**src/hw/cfi_pkg.sv**
```systemverilog
// Constants, register layout and carrier types for the CAN FIFO event flag block.
// Assumes an APB slave at 125 MHz with word-aligned 32-bit registers.
//
// Functional notes
// There are sixteen event enable and flag registers, one per message FIFO, numbered 0 to 15.
// Bit 26 enables the not-full event of a FIFO onto the interrupt.
// Bit 25 enables the transmit half-full event onto the interrupt.
// Bit 24 enables the transmit empty event onto the interrupt.
// Bit 19 enables the receive overflow event onto the interrupt.
// Bit 18 enables the receive full event onto the interrupt.
// Bit 17 enables the receive half-full event onto the interrupt.
// Bit 16 enables the receive not-empty event onto the interrupt.
// In transmit direction bit 10 reads one while the FIFO has room and zero when full.
// In receive direction the not-full flag always reads zero.
// The fill-state flags are read-only live mirrors of the FIFO state and ignore writes.
// Bits 31 to 27, 23 to 20 and 15 to 11 read zero and ignore writes.
// The overflow flag is set when a message arrives at a full receive FIFO and stays until written zero.
// A FIFO's request is the OR over the seven events of flag AND enable.
package cfi_pkg;

    localparam int CFI_NUM_FIFOS = 16;
    localparam int CFI_IDX_W = 4;

    // Per-FIFO registers at byte offset 4*n
    localparam logic [11:0] CFI_FIFO_BASE = 12'h000;
    localparam logic [11:0] CFI_STAT_ADDR = 12'h040;
    localparam logic [11:0] CFI_MASK_ADDR = 12'h044;
    localparam logic [11:0] CFI_PEND_ADDR = 12'h048;

    // Field positions
    localparam int CFI_BIT_TX_ROOM_EN = 26;
    localparam int CFI_BIT_TX_HALF_EN = 25;
    localparam int CFI_BIT_TX_DRAIN_EN = 24;
    localparam int CFI_BIT_RX_OVR_EN = 19;
    localparam int CFI_BIT_RX_FULL_EN = 18;
    localparam int CFI_BIT_RX_HALF_EN = 17;
    localparam int CFI_BIT_RX_PEND_EN = 16;
    localparam int CFI_BIT_TX_ROOM_F = 10;
    localparam int CFI_BIT_TX_HALF_F = 9;
    localparam int CFI_BIT_TX_DRAIN_F = 8;
    localparam int CFI_BIT_RX_OVR_F = 3;
    localparam int CFI_BIT_RX_FULL_F = 2;
    localparam int CFI_BIT_RX_HALF_F = 1;
    localparam int CFI_BIT_RX_PEND_F = 0;

    localparam logic [31:0] CFI_EN_MASK = 32'h070F_0000;
    localparam logic [6:0] CFI_EN_RESET = 7'h00;
    localparam logic [15:0] CFI_ZERO16 = 16'h0000;

    typedef struct packed {
        logic direction_transmit;
        logic full;
        logic half;
        logic empty;
        logic arrival;
    } cfi_fifo_state_s;

    typedef struct packed {
        logic tx_room_irq_en;
        logic tx_half_irq_en;
        logic tx_drained_irq_en;
        logic rx_overrun_irq_en;
        logic rx_complete_fill_irq_en;
        logic rx_half_irq_en;
        logic rx_pending_irq_en;
    } cfi_enables_s;

endpackage

```
**src/hw/cfi_fifo_slot.sv**
```systemverilog
// One FIFO's enable bits, overflow flag, live flags and request.
// Assumes write strobes arrive already decoded and qualified by the clock enable.
`timescale 1ns/1ps
module cfi_fifo_slot
    import cfi_pkg::*;
(
    input wire logic pclk,
    input wire logic presetn,
    input wire logic ce,
    input wire cfi_pkg::cfi_fifo_state_s state,
    input wire logic wr_en,
    input wire logic [31:0] wdata,
    output logic [31:0] rdata,
    output logic req
);
    import cfi_pkg::*;

    cfi_enables_s en_reg;
    logic ovr_reg;
    logic ovr_next;
    logic tx_room_flag;
    logic tx_half_flag;
    logic tx_drained_flag;
    logic rx_overrun_flag;
    logic rx_complete_fill_flag;
    logic rx_half_flag;
    logic rx_pending_flag;
    logic ovr_event;
    logic tx_dir;

    // ------------------------------------------------------------
    // Live flags
    // ------------------------------------------------------------
    assign tx_dir = state.direction_transmit;
    assign tx_room_flag = tx_dir & ~state.full;
    assign tx_half_flag = tx_dir & state.half;
    assign tx_drained_flag = tx_dir & state.empty;
    assign rx_complete_fill_flag = ~tx_dir & state.full;
    assign rx_half_flag = ~tx_dir & state.half;
    assign rx_pending_flag = ~tx_dir & ~state.empty;
    assign rx_overrun_flag = ovr_reg;

    // Set wins over a software clear in the same cycle
    assign ovr_event = ~tx_dir & state.full & state.arrival;
    assign ovr_next = ovr_event | (ovr_reg & ~(wr_en & ~wdata[CFI_BIT_RX_OVR_F]));

    // ------------------------------------------------------------
    // Registers
    // ------------------------------------------------------------
    always_ff @(posedge pclk or negedge presetn) begin
        if (!presetn) begin
            en_reg <= CFI_EN_RESET;
            ovr_reg <= 1'b0;
        end else if (ce) begin
            ovr_reg <= ovr_next;
            if (wr_en) begin
                en_reg <= {wdata[CFI_BIT_TX_ROOM_EN], wdata[CFI_BIT_TX_HALF_EN],
                           wdata[CFI_BIT_TX_DRAIN_EN], wdata[CFI_BIT_RX_OVR_EN],
                           wdata[CFI_BIT_RX_FULL_EN], wdata[CFI_BIT_RX_HALF_EN],
                           wdata[CFI_BIT_RX_PEND_EN]};
            end
        end
    end

    // ------------------------------------------------------------
    // Read word and request
    // ------------------------------------------------------------
    always_comb begin
        rdata = '0;
        rdata[CFI_BIT_TX_ROOM_EN] = en_reg.tx_room_irq_en;
        rdata[CFI_BIT_TX_HALF_EN] = en_reg.tx_half_irq_en;
        rdata[CFI_BIT_TX_DRAIN_EN] = en_reg.tx_drained_irq_en;
        rdata[CFI_BIT_RX_OVR_EN] = en_reg.rx_overrun_irq_en;
        rdata[CFI_BIT_RX_FULL_EN] = en_reg.rx_complete_fill_irq_en;
        rdata[CFI_BIT_RX_HALF_EN] = en_reg.rx_half_irq_en;
        rdata[CFI_BIT_RX_PEND_EN] = en_reg.rx_pending_irq_en;
        rdata[CFI_BIT_TX_ROOM_F] = tx_room_flag;
        rdata[CFI_BIT_TX_HALF_F] = tx_half_flag;
        rdata[CFI_BIT_TX_DRAIN_F] = tx_drained_flag;
        rdata[CFI_BIT_RX_OVR_F] = rx_overrun_flag;
        rdata[CFI_BIT_RX_FULL_F] = rx_complete_fill_flag;
        rdata[CFI_BIT_RX_HALF_F] = rx_half_flag;
        rdata[CFI_BIT_RX_PEND_F] = rx_pending_flag;
    end

    assign req = (tx_room_flag & en_reg.tx_room_irq_en)
               | (tx_half_flag & en_reg.tx_half_irq_en)
               | (tx_drained_flag & en_reg.tx_drained_irq_en)
               | (rx_overrun_flag & en_reg.rx_overrun_irq_en)
               | (rx_complete_fill_flag & en_reg.rx_complete_fill_irq_en)
               | (rx_half_flag & en_reg.rx_half_irq_en)
               | (rx_pending_flag & en_reg.rx_pending_irq_en);

endmodule

```
**src/hw/cfi_top.sv**
```systemverilog
// APB register file for sixteen CAN FIFO event enable and flag registers.
// Assumes FIFO fill state comes from the same clock domain; a sticky
// status/mask pair turns per-FIFO request rising edges into one interrupt.
`timescale 1ns/1ps
module cfi_top
    import cfi_pkg::*;
#(
    parameter int NUM_FIFOS = CFI_NUM_FIFOS
)
(
    input wire logic pclk,
    input wire logic presetn,
    input wire logic ce,
    input wire logic psel,
    input wire logic penable,
    input wire logic pwrite,
    input wire logic [11:0] paddr,
    input wire logic [31:0] pwdata,
    output logic [31:0] prdata,
    output logic pready,
    output logic pslverr,
    input wire cfi_pkg::cfi_fifo_state_s [NUM_FIFOS-1:0] fifo_state,
    output logic [NUM_FIFOS-1:0] fifo_req,
    output logic irq
);
    import cfi_pkg::*;

    if (NUM_FIFOS < 1 || NUM_FIFOS > CFI_NUM_FIFOS) begin : g_bad_fifos
        $error("NUM_FIFOS out of range");
    end

    logic [31:0] slot_rdata [NUM_FIFOS];
    logic [NUM_FIFOS-1:0] slot_wr;
    logic [NUM_FIFOS-1:0] req_vec;
    logic [NUM_FIFOS-1:0] req_prev_reg;
    logic [NUM_FIFOS-1:0] stat_reg;
    logic [NUM_FIFOS-1:0] stat_next;
    logic [NUM_FIFOS-1:0] mask_reg;
    logic [31:0] prdata_reg;
    logic [31:0] prdata_next;
    logic pslverr_reg;
    logic access;
    logic wr_acc;
    logic answer_ready_reg;
    logic fifo_hit;
    logic [CFI_IDX_W-1:0] fifo_idx;
    logic stat_hit;
    logic mask_hit;
    logic pend_hit;
    logic addr_ok;

    // ------------------------------------------------------------
    // Address decode
    // ------------------------------------------------------------
    // A setup cycle lost to a low clock enable costs one wait state,
    // so read data and error never come from a stale capture
    assign access = psel & penable & pready;
    assign wr_acc = access & pwrite;
    assign fifo_idx = paddr[CFI_IDX_W+1:2];
    assign fifo_hit = (paddr[11:CFI_IDX_W+2] == CFI_FIFO_BASE[11:CFI_IDX_W+2])
                    && (paddr[1:0] == 2'h0) && (32'(fifo_idx) < NUM_FIFOS);
    assign stat_hit = (paddr == CFI_STAT_ADDR);
    assign mask_hit = (paddr == CFI_MASK_ADDR);
    assign pend_hit = (paddr == CFI_PEND_ADDR);
    assign addr_ok = fifo_hit | stat_hit | mask_hit | pend_hit;
    assign pready = ce & answer_ready_reg;
    assign pslverr = pslverr_reg;
    assign prdata = prdata_reg;

    // ------------------------------------------------------------
    // Per-FIFO slots
    // ------------------------------------------------------------
    genvar g;
    generate
        for (g = 0; g < NUM_FIFOS; g++) begin : g_slot
            assign slot_wr[g] = wr_acc & fifo_hit & (fifo_idx == CFI_IDX_W'(g));
            cfi_fifo_slot cfi_fifo_slot_inst (
                .pclk(pclk),
                .presetn(presetn),
                .ce(ce),
                .state(fifo_state[g]),
                .wr_en(slot_wr[g]),
                .wdata(pwdata),
                .rdata(slot_rdata[g]),
                .req(req_vec[g])
            );
        end
    endgenerate

    assign fifo_req = req_vec;

    // ------------------------------------------------------------
    // Sticky status, write one to clear
    // ------------------------------------------------------------
    // Rising request sets; a new edge beats a clear in the same cycle
    assign stat_next = (req_vec & ~req_prev_reg)
                     | (stat_reg & ~((wr_acc & stat_hit) ? pwdata[NUM_FIFOS-1:0] : '0));
    assign irq = |(stat_reg & mask_reg);

    always_comb begin
        prdata_next = '0;
        if (fifo_hit) begin
            prdata_next = slot_rdata[fifo_idx];
        end else if (stat_hit) begin
            prdata_next = 32'(stat_reg);
        end else if (mask_hit) begin
            prdata_next = 32'(mask_reg);
        end else if (pend_hit) begin
            prdata_next = 32'(req_vec);
        end
    end

    // ------------------------------------------------------------
    // Registers
    // ------------------------------------------------------------
    always_ff @(posedge pclk or negedge presetn) begin
        if (!presetn) begin
            req_prev_reg <= '0;
            stat_reg <= '0;
            mask_reg <= '0;
            prdata_reg <= '0;
            pslverr_reg <= 1'b0;
            answer_ready_reg <= 1'b0;
        end else if (ce) begin
            req_prev_reg <= req_vec;
            stat_reg <= stat_next;
            if (wr_acc && mask_hit) begin
                mask_reg <= pwdata[NUM_FIFOS-1:0];
            end
            if (psel && !access) begin
                prdata_reg <= pwrite ? '0 : prdata_next;
                pslverr_reg <= ~addr_ok;
                answer_ready_reg <= 1'b1;
            end else if (access) begin
                answer_ready_reg <= 1'b0;
            end
        end
    end

endmodule

```
**config.mk**
```make
export PLATFORM = sky130hd
export DESIGN_NAME = cfi_top
export DESIGN_NICKNAME = d
export VERILOG_FILES = /design/src/hw/cfi_pkg.sv /design/src/hw/cfi_fifo_slot.sv /design/src/hw/cfi_top.sv
export SDC_FILE = /design/constraint.sdc
export NUM_CORES = 1
export LEC_CHECK = 0
export BUFFER_PORTS_ARGS = -buffer_cell sky130_fd_sc_hd__buf_2
export CORE_ASPECT_RATIO = 1.75
export CORE_MARGIN = 8
export CORE_UTILIZATION = 50
export DETAILED_ROUTE_END_ITERATION = 6
export PLACE_DENSITY = 0.72
export SLEW_MARGIN = 10
export SYNTH_ARGS = -nofsm -noshare
export SYNTH_HDL_FRONTEND = slang
export SYNTH_HIERARCHICAL = 1
export SYNTH_SLANG_ARGS = --single-unit
```
**constraint.sdc**
```tcl
create_clock -name pclk -period 1.5 [get_ports pclk]
set_input_delay 0.3 -clock pclk [delete_from_list [all_inputs] [get_ports pclk]]
set_output_delay 0.3 -clock pclk [all_outputs]
set_load 0.02 [all_outputs]
```
==> results.toml <==
[cts]
cts_max_level = 1
clockBufferDepth = 3
cts_tree = "yes"
clkSinkCount = 210
clk_pin_slew_ps = 60
numCtsBuffers = 24
root_buffer = "clkbuf_16"
clk_latency_ps = 560

[worst_setup_path]
crit_path_cell_trace = "buf_6 -> a22o_1 -> a211o_1 -> buf_6 -> buf_6"
critPathMaxStageDelay_ps = 400
slowest_stage = "dfrtp_1"
critical_path_arrival_ps = 1900
end_kind = "output port"
r2r_slack_ps = -410
cp_common_cell = "buf_6"
ff2ff_path_depth = 8
worst_ep_required_time_ps = 1200
start_kind = "flip-flop"
crit_family = "compound AO/OA/AOI/OAI gates"
critPathKind = "flip-flop to output port"
crit_buf_inv = 3
r2r-end = "prdata[7]"
cp_max_fo = 2
r2r-start = "g_slot[7].cfi_fifo_slot_inst/rdata[24]"

[finish]
largest_reg_flops = 112
drive_above_1_share = 0.4485
layout.nets = 2096
finish.instance_area_sq_um = 20800
utilization = 0.6075
final_cell_mix = "conb_1, buf_4, dfrtp_1"
fill_cells = 2680
layout_commonest_cell = "conb_1"
diodes = 0
instances_no_fill = 2442
synthToLayoutAreaGrowth_pct = 21.02

[global_route]
grt_first_pass_wirelength_microns = 80530
grt_pass1_vias = 14248
antenna_found_initial = 1
track_usage = 0.2602
grt_overflow = 0
grt_max_degree = 79

[detailed_routing]
vias_per_cell = 5.569
ant_nets = 0
wl_per_cell_microns = 22.40
wirelength_microns = 54700
drc = 0
vias = 13600
detail_route.iter0.violations = 820
drtPass1Iterations = 5

[sta]
slew_viol_final = 0
tns_ps = -42590
period_minus_slack_ps = 2201
setup_slack_ps = -700.9
max_freq_mhz = 454.4
rsz0062_at_grt = "true"
fin_skew_ps = 16.39
relSlewSlack = 0.6160
setup_viol = 214
hold_viol = 0
timing.final.crit_share = 1.467
tightest_slew_ps = 561.5

[placed_design]
dpl-instance-area_sq_um = 18220
dp_hpwl_microns = 39940
dp_cells = 2318
port_buffers = 171
routabilityCongestion = 0.9631

[power_and_ir_drop]
p_clk_frac = 0.416
net-switching-power_mw = 4.180
sw_frac_of_total = 0.2800
ir_worst_vdd_uv = 776.3
combPwrFrac = 0.196
p_int_mw = 10.75
p_seq_frac = 0.388
pwr_density_cell_nw_per_um2 = 717.7
p_leak_nw = 10.28

[floorplan]
rows = 90
core_area_sq_um = 34230
ioPinCount = 181
start_util = 0.5020
die_width_microns = 156.1
dieArea_sq_um = 40790
chipHeight_microns = 261.3

[synthesis]
netlist_instances = 1657
yosys_warnings = 6
yosys.area.top_type = "dfrtp_1"
ys_seq_area_frac = 0.3058
ys_top_cells_by_area = "dfrtp_1, buf_4, mux4_2"
syn_area_sq_um = 17190
synth_seq_cells = 210
avgSynthCellArea_sq_um = 10.37
synth_cell_types = 51
yosysTopAreaCellShare = 0.3058

[job]
maxCapViolCount = 0

[hold_path]
min_from = "fifo_state[20]"
worst_hold_path_type = "input port to flip-flop"
hold-path-cell-count = 3
hold_end = "g_slot[4].cfi_fifo_slot_inst/ovr_reg"

[outcome]
violations = "setup timing"
outcome = "finished, violations left"
==> worst max path at each step <==
stage / slack (ps) / from / depth (start not counted) / end
floorplan: -440 / paddr[4] / 6 / mask_reg[0]
global placement: -600 / paddr[8] / 8 / g_slot[14].cfi_fifo_slot_inst/rdata[18]
detailed placement: -640 / paddr[8] / 8 / g_slot[14].cfi_fifo_slot_inst/rdata[25]
CTS: -680 / g_slot[7].cfi_fifo_slot_inst/rdata[16] / 6 / fifo_req[7]
global route: -720 / g_slot[7].cfi_fifo_slot_inst/rdata[24] / 5 / fifo_req[7]
finish: -700 / g_slot[7].cfi_fifo_slot_inst/rdata[24] / 5 / fifo_req[7]
==> cell type report <==
type | count | area, sq um | share of cell area
clock inverters | 10 | 143.9 | 0.006919
well taps | 460 | 575.6 | 0.02767
inverters | 17 | 63.81 | 0.003068
flip-flops and latches | 210 | 5255 | 0.2527
clock buffers | 32 | 670.6 | 0.03225
multi-input cells | 1231 | 10350 | 0.4976
repair buffers | 482 | 3740 | 0.1798
==> synth_stat cells (all sizes together) <==
| master | n |
|---|---|
| a2111oi | 4 |
| a211o | 18 |
| a211oi | 8 |
| a21boi | 1 |
| a21o | 23 |
| a21oi | 28 |
| a221oi | 24 |
| a22o | 36 |
| a22oi | 13 |
| a2bb2oi | 1 |
| a31oi | 4 |
| a32o | 14 |
| a32oi | 24 |
| and2 | 37 |
| and2b | 32 |
| buf | 436 |
| clkbuf | 35 |
| conb | 16 |
| dfrtp | 210 |
| inv | 17 |
| mux2 | 129 |
| mux2i | 85 |
| mux4 | 96 |
| nand2 | 103 |
| nand2b | 37 |
| nand3 | 18 |
| nand3b | 2 |
| nand4 | 2 |
| nor2 | 75 |
| nor2b | 21 |
| nor3 | 18 |
| nor4 | 4 |
| nor4b | 1 |
| o21ai | 55 |
| o221ai | 1 |
| o22ai | 14 |
| o2bb2ai | 3 |
| o31ai | 2 |
| o41a | 1 |
| or2 | 1 |
| or3 | 8 |
==> per-layer routing <==
layer,vias to the layer above,GRT usage,wire length (microns)
met3,226,0.03800,3683
met1,6790,0.2717,18100
met5,-,0,14
li1,5950,-,-
met2,632,0.4564,27870
met4,2,0.2147,5024
==> logic make-up (layout without fill, tap and decap cells) <==
family,after synthesis,count (layout),share of synthesized area
buffers and inverters,488,541,0.2017
AO/OA/AOI/OAI,274,274,0.1166
AND/OR/NAND/NOR,359,359,0.1104
flip-flops,210,210,0.3058
multiplexers,310,310,0.2620
other,16,288,0.003495
==> through the flow <==
stage	power, mW	setup slack (ps)	hold slack (ps)
2_1_floorplan	8.015	-439.5	4.409
3_3_place_gp	8.339	-600.4	155.0
3_5_place_dp	8.381	-642.1	156.6
4_1_cts	14.73	-676.7	2.715
5_1_grt	15.39	-718.5	25.14
6_report	14.93	-700.9	7.856
==> worst register-to-register path, delay by kind of cell, from the launching register on <==
kind | cells | cell delay (ps)
compound gates | 4 | 890
flops | 1 | 400
simple gates | 1 | 80
buf+inv | 3 | 420
==> timing repair <==
action,in CTS,in global routing
hold buffers,12,0
endpoints found under the setup margin,198,216
gates resized for setup,223,103
cloned,2,0
pin swaps,78,50
buffers inserted,39,39
hold endpoints to repair,221,0
==> power by group through the flow <==
stage	sequential, mW	combinational (mW)	clock, mW
after global routing	5.80	3.12	6.48
after CTS	5.79	2.69	6.25
after detailed placement	5.89	2.49	0
final	5.79	2.93	6.20
after global placement	5.89	2.45	0
after floorplan	5.89	2.13	0
No activity file was read; power rests on OpenSTA's default activity.
